### config.mk
export PLATFORM = sky130hd
export DESIGN_NAME = sensor_channel_ctrl_status_regs
export DESIGN_NICKNAME = d
export VERILOG_FILES = /design/src/logic/sensor_channel_ctrl_status_regs.v
export VERILOG_INCLUDE_DIRS = /design/src /design/src/logic
export SDC_FILE = /design/constraint.sdc
export NUM_CORES = 1
export LEC_CHECK = 0
export BUFFER_PORTS_ARGS = -buffer_cell sky130_fd_sc_hd__buf_4
export CORE_AREA = 2 2 97 99
export CTS_BUF_LIST = sky130_fd_sc_hd__clkbuf_8
export CTS_CLUSTER_DIAMETER = 150
export DETAILED_ROUTE_END_ITERATION = 6
export DIE_AREA = 0 0 99 101
export GPL_TIMING_DRIVEN = 1
export PLACE_DENSITY = 0.8
export SETUP_SLACK_MARGIN = 0.02
export SYNTH_ARGS = -nofsm -noshare
export SYNTH_HDL_FRONTEND = slang
export SYNTH_SLANG_ARGS = --single-unit
### constraint.sdc
create_clock -name clock_in -period 5.1 [get_ports clock_in]
set_input_delay 0.255 -clock clock_in [delete_from_list [all_inputs] [get_ports clock_in]]
set_output_delay 0.255 -clock clock_in [all_outputs]
set_load 0.02 [all_outputs]
### src/logic/sensor_channel_regs_defines.vh
// register offsets, field positions, reset values and timing counts for the channel register bank
`ifndef SENSOR_CHANNEL_REGS_DEFINES_VH
`define SENSOR_CHANNEL_REGS_DEFINES_VH

`define ADDR_CHANNEL_CONTROL  6'h02
`define ADDR_NO_OPERATION     6'h03
`define ADDR_STATUS_FIRST     6'h04
`define ADDR_STATUS_SECOND    6'h05
`define ADDR_STATUS_THIRD     6'h06

`define RST_CHANNEL_CONTROL   16'h0442
`define RST_NO_OPERATION      16'h0002
`define MASK_CHANNEL_CONTROL  16'h077b

// channel_control fields
`define CC_REG_EN             10
`define CC_TRIG2_HI           9
`define CC_TRIG2_LO           8
`define CC_PERMIT2            6
`define CC_LINE_EN2           5
`define CC_TRIG1_HI           4
`define CC_TRIG1_LO           3
`define CC_PERMIT1            1
`define CC_LINE_EN1           0

// trigger codes
`define TRIG_SHORT            2'h1
`define TRIG_LONG             2'h2

// pin timeout: 100 us at 100 MHz
`define PIN_TIMEOUT_US        100
`define CLK_MHZ               100
`define PIN_TIMEOUT_CYCLES    (`PIN_TIMEOUT_US * `CLK_MHZ)

`endif

### src/logic/sensor_channel_ctrl_status_regs.v
// control and status register bank of a two-channel sensor-line transceiver
// interface notes
// register strobes are one cycle wide and may come back to back
// read data appears on the edge after the read strobe and holds until the next read
// status reads clear on the read edge, so the returned word is the pre-clear value
// an event in the clearing cycle is kept: a repeated report beats a lost fault
// trigger codes come from the write data, not the stored field, so each fires once
// a trigger needs its line enabled both before and in the write that carries it
// the pin timeout count assumes the 100 MHz clock; another clock needs a new count
// trigger pins pass three flops; a level counts once stages two and three agree
// monitor inputs share this clock and are used without synchronisers
// regulator lockout, short to ground and overheat wait for a host confirmation write
// reserved control bits are masked on write so they always read back as zero
// the no-operation index stores nothing; reading it returns the global word
// an unmapped read returns zero; port errors arrive as an input from the frame logic
// queue lock: a full-read in the same cycle as empty keeps the lock
// live status bits are never stored, so they show the monitor as it is now
// second status undervolt bits follow the line unless the coupling test runs
// summary bit masks only battery and undervolt, and only during the test
// pulse requests last one cycle; the pulse generator must catch them every cycle
`timescale 1ns/1ps
`include "sensor_channel_regs_defines.vh"

module sensor_channel_ctrl_status_regs (
    // clock and reset
    input  wire        clock_in,
    input  wire        sys_rst_in,
    // register port from the serial frame decoder
    input  wire [5:0]  reg_addr_in,
    input  wire        reg_wr_in,
    input  wire        reg_rd_in,
    input  wire [15:0] reg_wdata_in,
    output reg  [15:0] reg_rdata_out,
    // reset causes
    input  wire        clock_fault_reset_in,
    // global status summary for frame replies
    output wire [15:0] global_status_out,
    output wire        summary_status_bit_out,
    // control outputs
    output wire        regulator_enable_out,
    output wire [1:0]  line_enable_out,
    output wire [1:0]  pulse_permit_out,
    output reg  [1:0]  short_pulse_req_out,
    output reg  [1:0]  long_pulse_req_out,
    // channel mode from configuration
    input  wire [1:0]  sync_mode_in,
    input  wire [1:0]  buffer_in_use_in,
    // live monitor inputs (same clock)
    input  wire        coupling_test_done_in,
    input  wire        coupling_test_aborted_in,
    input  wire        coupling_test_running_in,
    input  wire        port_fault_in,
    input  wire        trim_crc_error_in,
    input  wire        regulator_undervolt_in,
    input  wire        regulator_overvolt_in,
    input  wire        regulator_lockout_in,
    input  wire [1:0]  buffer_write_in,
    input  wire [1:0]  buffer_pending_in,
    input  wire [1:0]  pulse_slow_in,
    input  wire [1:0]  pulse_low_in,
    input  wire [1:0]  pulse_active_in,
    input  wire [15:0] line_fault_in,
    input  wire        selftest_write_enable_in,
    input  wire        init_data_ready_in,
    input  wire        regulator_on_in,
    input  wire [1:0]  line_on_in,
    input  wire        queue_full_read_in,
    input  wire        queue_empty_in,
    input  wire [1:0]  pin_stuck_high_in,
    // trigger pins, asynchronous
    input  wire [1:0]  trigger_pin_in
);

    // register state
    reg  [15:0] ctrl_q;
    reg  [15:0] ctrl_d;
    reg  [15:0] status1_q;
    reg  [15:0] status1_d;
    reg  [15:0] status2_q;
    reg  [15:0] status2_d;
    // third status sticky flags
    reg         queue_lock_q;
    reg  [1:0]  pin_level_q;
    reg         clock_fault_q;
    reg         reset_seen_q;
    // trigger pin synchroniser and timeout
    reg  [1:0]  pin_s1_q;
    reg  [1:0]  pin_s2_q;
    reg  [1:0]  pin_s3_q;
    reg  [1:0]  pin_q;
    reg  [13:0] pin_cnt_q [0:1];
    reg  [1:0]  pin_tout_q;

    wire        wr_ctrl;
    wire        rd_s1;
    wire        rd_s2;
    wire        rd_s3;
    wire [15:0] live1;
    wire [15:0] status1_view;
    wire [15:0] status2_view;
    wire [15:0] status3_view;
    wire [15:0] sum_mask;
    wire [1:0]  new_trig [0:1];
    wire [1:0]  trig_ok;
    // separate loop indices, one per process, so each has a single writer
    integer     i;
    integer     j;
    integer     k;

    // address decode; a strobe on any other index changes nothing here
    // writes to the no-operation index fall through with no effect
    assign wr_ctrl = reg_wr_in && (reg_addr_in == `ADDR_CHANNEL_CONTROL);
    assign rd_s1   = reg_rd_in && (reg_addr_in == `ADDR_STATUS_FIRST);
    assign rd_s2   = reg_rd_in && (reg_addr_in == `ADDR_STATUS_SECOND);
    assign rd_s3   = reg_rd_in && (reg_addr_in == `ADDR_STATUS_THIRD);

    // control outputs straight from the register
    // enables act from the stored bits with no extra delay
    assign regulator_enable_out = ctrl_q[`CC_REG_EN];
    assign line_enable_out      = {ctrl_q[`CC_LINE_EN2], ctrl_q[`CC_LINE_EN1]};
    // permit is only meaningful in synchronous mode; otherwise passes freely
    assign pulse_permit_out     = {ctrl_q[`CC_PERMIT2], ctrl_q[`CC_PERMIT1]} | ~sync_mode_in;

    // control register write, reserved bits forced to zero
    // a write replaces the whole word; there is no partial update
    always @* begin
        ctrl_d = ctrl_q;
        if (wr_ctrl) begin
            ctrl_d = reg_wdata_in & `MASK_CHANNEL_CONTROL;
        end
    end

    // control register; reads leave it alone
    always @(posedge clock_in) begin
        if (sys_rst_in) begin
            ctrl_q <= `RST_CHANNEL_CONTROL;
        end else begin
            ctrl_q <= ctrl_d;
        end
    end

    // trigger decode is taken from the write data, so a held code never retriggers
    // index 0 is channel one, matching the output bit order
    assign new_trig[0] = reg_wdata_in[`CC_TRIG1_HI:`CC_TRIG1_LO];
    assign new_trig[1] = reg_wdata_in[`CC_TRIG2_HI:`CC_TRIG2_LO];
    assign trig_ok     = {reg_wdata_in[`CC_LINE_EN2] & ctrl_q[`CC_LINE_EN2],
                          reg_wdata_in[`CC_LINE_EN1] & ctrl_q[`CC_LINE_EN1]};

    // one-cycle pulse requests, only on the loading write
    always @(posedge clock_in) begin
        if (sys_rst_in) begin
            short_pulse_req_out <= 2'h0;
            long_pulse_req_out  <= 2'h0;
        end else begin
            for (i = 0; i < 2; i = i + 1) begin
                short_pulse_req_out[i] <= 1'b0;
                long_pulse_req_out[i]  <= 1'b0;
                // a half-enabled line never fires: a lost trigger is safer
                // than a pulse on a line that is just switching on or off
                if (wr_ctrl && trig_ok[i]) begin
                    if (buffer_in_use_in[i]) begin
                        // buffer decides the length; any valid code starts it
                        short_pulse_req_out[i] <= (new_trig[i] == `TRIG_SHORT) ||
                                                  (new_trig[i] == `TRIG_LONG);
                    end else begin
                        short_pulse_req_out[i] <= (new_trig[i] == `TRIG_SHORT);
                        long_pulse_req_out[i]  <= (new_trig[i] == `TRIG_LONG);
                    end
                end
            end
        end
    end

    // trigger pin synchroniser, change accepted once stages two and three agree
    always @(posedge clock_in) begin
        if (sys_rst_in) begin
            pin_s1_q <= 2'h0;
            pin_s2_q <= 2'h0;
            pin_s3_q <= 2'h0;
            pin_q    <= 2'h0;
        end else begin
            pin_s1_q <= trigger_pin_in;
            pin_s2_q <= pin_s1_q;
            pin_s3_q <= pin_s2_q;
            // stage one may be metastable, so only stages two and three feed the test
            for (j = 0; j < 2; j = j + 1) begin
                if (pin_s2_q[j] == pin_s3_q[j]) begin
                    pin_q[j] <= pin_s3_q[j];
                end
            end
        end
    end

    // pin active time during a pulse; saturating counter gives a single event
    always @(posedge clock_in) begin
        if (sys_rst_in) begin
            pin_cnt_q[0] <= 14'h0000;
            pin_cnt_q[1] <= 14'h0000;
            pin_tout_q   <= 2'h0;
        end else begin
            for (k = 0; k < 2; k = k + 1) begin
                pin_tout_q[k] <= 1'b0;
                // a pin released before the limit restarts the count
                if (!(pin_q[k] && pulse_active_in[k])) begin
                    pin_cnt_q[k] <= 14'h0000;
                end else if (pin_cnt_q[k] < `PIN_TIMEOUT_CYCLES) begin
                    pin_cnt_q[k] <= pin_cnt_q[k] + 14'h0001;
                end else if (pin_cnt_q[k] == `PIN_TIMEOUT_CYCLES) begin
                    // stops one past the limit, so one event per stuck pin
                    pin_cnt_q[k] <= pin_cnt_q[k] + 14'h0001;
                    pin_tout_q[k] <= 1'b1;
                end
            end
        end
    end

    // live bits of the first status register
    assign live1 = {2'b00, coupling_test_running_in, 1'b0, trim_crc_error_in, 1'b0,
                    regulator_overvolt_in, 9'h000};

    // first status: latched events, set wins over read clear
    always @* begin
        status1_d = status1_q;
        if (rd_s1) begin
            status1_d = status1_q & 16'h0100;
        end
        if (wr_ctrl && !reg_wdata_in[`CC_REG_EN]) begin
            status1_d[8] = 1'b0;
        end
        // events are ORed in last, so a set in the read cycle survives
        // coupling test outcome and port errors
        status1_d[15] = status1_d[15] | coupling_test_done_in;
        status1_d[14] = status1_d[14] | coupling_test_aborted_in;
        status1_d[12] = status1_d[12] | port_fault_in;
        // regulator supply faults
        status1_d[10] = status1_d[10] | regulator_undervolt_in;
        status1_d[8]  = status1_d[8]  | regulator_lockout_in;
        // pin timeouts per channel
        status1_d[7]  = status1_d[7]  | pin_tout_q[1];
        status1_d[3]  = status1_d[3]  | pin_tout_q[0];
        // buffer writes while data is still pending
        status1_d[6]  = status1_d[6]  | (buffer_write_in[1] & buffer_pending_in[1]);
        status1_d[2]  = status1_d[2]  | (buffer_write_in[0] & buffer_pending_in[0]);
        // pulse quality monitors
        status1_d[5]  = status1_d[5]  | pulse_slow_in[1];
        status1_d[1]  = status1_d[1]  | pulse_slow_in[0];
        status1_d[4]  = status1_d[4]  | pulse_low_in[1];
        status1_d[0]  = status1_d[0]  | pulse_low_in[0];
        // live bits are never stored; the view adds them back
        status1_d[13] = 1'b0;
        status1_d[11] = 1'b0;
        status1_d[9]  = 1'b0;
    end

    // second status: per-channel line flags, read clears except confirm-cleared ones
    always @* begin
        status2_d = status2_q;
        if (rd_s2) begin
            status2_d = status2_q & 16'h0606;
        end
        // confirm writes clear the short-ground and overheat pair
        if (wr_ctrl && !reg_wdata_in[`CC_LINE_EN2]) begin
            status2_d[10] = 1'b0;
            status2_d[9]  = 1'b0;
        end
        if (wr_ctrl && !reg_wdata_in[`CC_LINE_EN1]) begin
            status2_d[2] = 1'b0;
            status2_d[1] = 1'b0;
        end
        // fresh faults are ORed in after every clear
        status2_d = status2_d | line_fault_in;
        // undervolt is live outside the coupling test, latched inside it
        if (!coupling_test_running_in) begin
            status2_d[8] = line_fault_in[8];
            status2_d[0] = line_fault_in[0];
        end
    end

    always @(posedge clock_in) begin
        if (sys_rst_in) begin
            status1_q <= 16'h0000;
            status2_q <= 16'h0000;
        end else begin
            status1_q <= status1_d;
            status2_q <= status2_d;
        end
    end

    // third status sticky bits; reset flag left set by any reset
    always @(posedge clock_in) begin
        if (sys_rst_in) begin
            queue_lock_q  <= 1'b0;
            pin_level_q   <= 2'h0;
            clock_fault_q <= 1'b0;
            reset_seen_q  <= 1'b1;
        end else begin
            // full-read takes priority, so a lock is never missed
            if (queue_full_read_in) begin
                queue_lock_q <= 1'b1;
            end else if (queue_empty_in) begin
                queue_lock_q <= 1'b0;
            end
            // read clears first, then fresh sets are ORed in
            pin_level_q   <= (rd_s3 ? 2'h0 : pin_level_q) | pin_stuck_high_in;
            clock_fault_q <= (rd_s3 ? 1'b0 : clock_fault_q) | clock_fault_reset_in;
            reset_seen_q  <= rd_s3 ? 1'b0 : reset_seen_q;
        end
    end

    // register views
    // reads see stored flags merged with the live bits
    assign status1_view = status1_q | live1;
    assign status2_view = status2_q;
    assign status3_view = {selftest_write_enable_in, init_data_ready_in, regulator_on_in, queue_lock_q,
                           2'b00, pin_level_q[1], buffer_pending_in[1], line_on_in[1], 1'b0,
                           pin_level_q[0], buffer_pending_in[0], line_on_in[0], 1'b0,
                           clock_fault_q, reset_seen_q};

    // summary bit hides battery and undervolt during the coupling test
    assign sum_mask = coupling_test_running_in ? 16'hee_ee : 16'hffff;
    // masking only hides bits from the summary; the register still shows them
    assign summary_status_bit_out = |(status2_view & sum_mask);
    // global word: summary, any first status, any third status, reset flag
    assign global_status_out = {summary_status_bit_out, |status1_view, |status3_view[15:1],
                                reset_seen_q, 12'h000};

    // registered read data; no-operation returns global status only
    always @(posedge clock_in) begin
        if (sys_rst_in) begin
            reg_rdata_out <= 16'h0000;
        end else if (reg_rd_in) begin
            // data holds between reads, so a slow host may sample late
            case (reg_addr_in)
                `ADDR_CHANNEL_CONTROL: reg_rdata_out <= ctrl_q;
                `ADDR_NO_OPERATION:    reg_rdata_out <= global_status_out;
                `ADDR_STATUS_FIRST:    reg_rdata_out <= status1_view;
                `ADDR_STATUS_SECOND:   reg_rdata_out <= status2_view;
                `ADDR_STATUS_THIRD:    reg_rdata_out <= status3_view;
                // reserved and unmapped indices read zero
                default:               reg_rdata_out <= 16'h0000;
            endcase
        end
    end

endmodule // sensor_channel_ctrl_status_regs

Word level (Yosys, flattened, before mapping) --
Memory sizes are Yosys's and may differ from the RTL's. Cells that the tools add are included.
Storage, ports and cells: register bits 76, word-level logic and storage cells 140, memory bits (writable) 28, memories kept 1, input bits 76, output and inout port bits 42
Operators by class: $add $sub $neg 2, reductions and logical operators 24, magnitude comparators 2, bitwise logic cells 32, mux-type cells 47, equal/unequal tests 13
Memories:
- pin_cnt_q | depth 2, bits a word 14, read ports 2, clocked after Yosys merged registers in 0, write ports 2, line sensor_channel_ctrl_status_regs.v:91 | reg [13:0] pin_cnt_q [0:1];
Operator list (count):
- $mux 14 | 6
- $pmux 16 s5 | 1
- $mux 1 | 34
- $mux 16 | 2
- $reduce_or 16->1 | 2
- $add 14x1->14 const B | 2
- $eq 14x14->1 const B | 2
- $lt 14x14->1 const B | 2
- $or 1x1->1 | 20
- $eq 6x3->1 const B | 3
- $and 16x16->16 | 1
- $or 16x14->16 | 1
- $or 16x16->16 | 1
- $mux 13 | 1
- $eq 6x2->1 const B | 2
- $logic_and 1x1->1 | 11
- $reduce_or 11->1 | 1
- $mux 2 | 3
- $reduce_or 3->1 | 2
- $and 1x1->1 | 4
- $eq 2x1->1 const B | 2
- $eq 2x2->1 const B | 2
- $or 2x2->2 | 2
- $reduce_or 2->1 | 2
- 6 further kinds | 11

Longest topological paths before layout --
An unclocked memory read counts as a cell.
word-level depth 8, mapped depth 7

Least setup slack after synthesis --
Ideal clock, no wire load.
path type register to register, start memory pin_cnt_q[1][0], end memory pin_cnt_q[1][0], enable pin, data required time 4664 ps, arrival time 3071 ps, stages on the path, launching flop included 7, path buffers 0, slack 1593 ps, library setup time 436 ps, cells stage by stage edfxtp_1 > inv_1 > ha_1 > or3b_2 > a21oi_1 > nor2_1 > o311ai_0
RTL lines (line):
- start: declaration | sensor_channel_ctrl_status_regs.v:91

==> results.py <==
metrics = {
    "timing": {
        "final_max_slew_viol_count": 0,
        "slew_headroom": 0.1973,
        "fin_tns_setup_ps": 0,
        "rsz0062_at_grt": "false",
        "setup_viol_count_final": 0,
        "worstMarginPinSlew_ps": 1202,
        "finalCritPeriodShare": 0.5521,
        "skew_ps": 15.35,
        "period_needed_ps": 2816,
        "fmax_mhz": 355.1,
        "hold_viol_final": 0,
    },
    "setup_path": {
        "required_ps": 5080,
        "rr_worst_depth": 6,
        "path_cells": "inv_1 > ha_1 > or3b_2 > a21oi_1 > nor2_1 > o311ai_2",
        "crit_arrival_ps": 2790,
        "cp_max_fo": 14,
        "reg2reg_slack_ps": 2280,
        "slowest_stage": "o311ai_2",
        "cpPeakStageDelay_ps": 970,
        "critPathCaptureType": "flip-flop",
        "reg2reg_to": "pin_cnt_q[1][12]$_SDFFCE_PN0P_",
        "regToRegStartpoint": "pin_cnt_q[1][0]$_SDFFCE_PN0P_",
        "critPathLaunchType": "flip-flop",
        "critical_path_class": "flip-flop to flip-flop",
    },
    "die": {
        "num_rows": 35,
        "top_level_ports": 118,
        "core_area_mm2": 0.008977,
        "chipWidth_um": 99,
        "die_y_um": 101,
        "die_area_mm2": 0.009999,
        "start_util": 0.5337,
    },
    "synthesis": {
        "syn_inst": 519,
        "yosys_warnings": 0,
        "synth_area_per_cell_um2": 9.231,
        "ys_types": 54,
        "async_flop_share": 0,
        "synth_area_mm2": 0.004791,
        "ys_seq_area_frac": 0.4805,
        "ys_seq_elements": 101,
        "synth_edf_count": 28,
        "synth_ff_type": "dfxtp_1",
    },
    "cts": {
        "clockRootBuffer": "clkbuf_8",
        "post_cts_buffers": 0,
        "cts_tree": "yes",
        "clock_latency_ps": 370,
        "cts_resized": 0,
        "cts.sink_count": 101,
        "ctsHoldBuffers": 0,
        "clk_path_buf_depth": 2,
        "htreeDepth": 3,
        "clk_pin_slew_worst_paths_ps": 110,
        "tritoncts.num_buffers": 9,
    },
    "route": {
        "drt_iter0_markers": 236,
        "via_count": 4062,
        "dr.pass1.iters": 5,
        "post_drt_wl_per_cell_um": 16.08,
        "final_antenna_net_count": 0,
        "routed_wl_um": 11450,
        "drcViolationCount": 0,
        "via_per_inst": 5.705,
    },
    "global_routing": {
        "track_usage": 0.2270,
        "grt_overflow": 0,
        "grt_max_degree": 65,
        "grt_pass1_vias": 3877,
        "grt_pass1_wl_um": 18080,
        "antenna_found_initial": 0,
    },
    "cells_and_area": {
        "antenna_cells": 0,
        "drive_gt1_frac": 0.2080,
        "nNetsFinal": 680,
        "area_delta_synth_final_pct": 18.36,
        "fin_cells": 712,
    },
    "power_and_ir_drop": {
        "power.switching_mw": 0.3834,
        "power.density_mw_per_mm2": 268.2,
        "leakagePower_nw": 2.284,
        "switching_share": 0.2521,
        "pwr-share-seq": 0.564,
        "pwr-share-clk": 0.349,
        "power_frac_comb": 0.086,
        "irDropWorstVdd_mv": 0.1908,
        "internal_power_mw": 1.137,
    },
    "run_status": {
        "status": "finished clean",
    },
    "worst_hold_path": {
        "hp-start": "line_fault_in[3]",
        "min_path_cells": 3,
        "hold_path.class": "primary input to flip-flop",
        "worstHoldEndpoint": "status2_q[3]$_SDFF_PP0_",
    },
    "flow_run": {
        "drv_cap": 0,
    },
    "place": {
        "portBuffers": 98,
        "dp_hpwl_um": 8379,
        "gp_congestion": 0.8856,
        "dp_cells": 696,
    },
}
-- cells by family (layout without fill, tap and decap cells) --
kind of cell / count (synthesis) / after routing / synth area share
flip-flops: 101 / 101 / 0.4805
AO/OA/AOI/OAI: 91 / 91 / 0.1188
XOR/XNOR: 23 / 23 / 0.04205
buffers and inverters: 64 / 135 / 0.06790
multiplexers: 18 / 18 / 0.03787
AND/OR/NAND/NOR: 213 / 213 / 0.2311
adder cells (fa/ha/maj): 8 / 8 / 0.02089
other: 1 / 12 / 0.0007827
-- worst max-delay path, delay by kind of cell, from the launching register on --
kind	cells	cell delay, ps
AO/OA/AOI/OAI	2	1200
AND/OR/NAND/NOR	2	550
flip-flops	1	470
adder cells (fa/ha/maj)	1	130
buffers and inverters	1	90
-- stage by stage --
| stage | cell area, um^2 | setup WS, ps | power [mW] | hold slack, ps | utilization |
|---|---|---|---|---|---|
| floorplan | 4832 | 1593 | 0.9449 | 372.4 | - |
| global placement | 5468 | 2386 | 1.001 | 418.1 | 0.6091 |
| detailed placement | 5468 | 2260 | 1.005 | 431.1 | 0.6091 |
| CTS | 5670 | 2244 | 1.523 | 79.64 | 0.6316 |
| global route | 5670 | 2135 | 1.576 | 71.80 | 0.6316 |
| finish | 5670 | 2284 | 1.521 | 84.86 | 0.6316 |
-- how the worst max path moves through the flow --
stage                                       start                        endpoint  slack (ps)  depth (start not counted)
floorplan           pin_cnt_q[1][0]$_SDFFCE_PN0P_   pin_cnt_q[1][0]$_SDFFCE_PN0P_        1590                          6
detailed placement  pin_cnt_q[1][0]$_SDFFCE_PN0P_  pin_cnt_q[1][10]$_SDFFCE_PN0P_        2260                          6
global route        pin_cnt_q[1][0]$_SDFFCE_PN0P_  pin_cnt_q[1][12]$_SDFFCE_PN0P_        2130                          6
CTS                 pin_cnt_q[1][0]$_SDFFCE_PN0P_   pin_cnt_q[1][8]$_SDFFCE_PN0P_        2240                          6
global placement    pin_cnt_q[1][0]$_SDFFCE_PN0P_   pin_cnt_q[1][9]$_SDFFCE_PN0P_        2390                          6
finish              pin_cnt_q[1][0]$_SDFFCE_PN0P_  pin_cnt_q[1][12]$_SDFFCE_PN0P_        2280                          6
-- cell usage after synthesis (all sizes together) (3+ instances only) --
cell,instances,share of area
buf,24,0.036
clkbuf,19,0.015
nand2b,7,0.0091
inv,21,0.016
nor3,16,0.019
a221oi,9,0.016
xor2,8,0.015
xnor2,15,0.027
nor2,73,0.057
nand4,11,0.014
nand3,18,0.019
a21oi,36,0.038
o21ai,22,0.023
nor4,19,0.025
nand2,32,0.025
and3,5,0.0065
nor2b,9,0.012
and3b,4,0.0073
dfxtp,73,0.31
mux2i,17,0.036
ha,8,0.021
nand3b,4,0.0063
edfxtp,28,0.18
a31oi,3,0.0039
a22oi,7,0.012
-- state kept, by name (all words and copies together) (netlist names) --
signal and flops:
pin_tout_q 2, ctrl_q 9, pin_q 2, pin_s3_q 2
pin_s2_q 2, short_pulse_req_out 2, reg_rdata_out 16, reset_seen_q 1
pin_cnt_q 28, pin_level_q 2, long_pulse_req_out 2, status1_q 13
queue_lock_q 1, clock_fault_q 1, pin_s1_q 2, status2_q 16
-- layout by cell type (no fill, tap or decap), drive strengths merged, types with 8 or more instances in the layout --
cell,n
nand3,18
dfxtp,73
nor2b,9
nand4,11
xnor2,15
ha,8
mux2i,17
o21ai,22
nand2,32
a221oi,9
edfxtp,28
buf,98
nor2,73
a21oi,36
nor4,19
xor2,8
inv,25
conb,12
clkbuf,9
nor3,16
-- cell type report --
class	instances	area (um^2)
Clock buffer	9	123.9
Fill cell	750	3307
Timing Repair Buffer	98	735.7
Sequential cell	101	2302
Multi-Input combinational cell	365	2212
Tap cell	111	138.9
Clock inverter	7	78.83
Inverter	21	78.83
-- power groups by stage --
stage / Clock [mW] / Sequential (mW) / Combinational [mW]
finish: 0.531 / 0.858 / 0.131
global route: 0.573 / 0.860 / 0.144
CTS: 0.536 / 0.857 / 0.130
detailed placement: 0 / 0.875 / 0.130
global placement: 0 / 0.875 / 0.127
floorplan: 0 / 0.870 / 0.0751
-- routing by layer --
| layer | track usage | vias up | share of wire |
|---|---|---|---|
| li1 | - | 1973 | - |
| met1 | 0.2795 | 1897 | 0.41 |
| met2 | 0.3914 | 163 | 0.50 |
| met3 | 0.04577 | 29 | 0.064 |
| met4 | 0.09062 | 0 | 0.027 |
| met5 | 0 | - | 0 |
No activity file was read; power rests on OpenSTA's default activity.
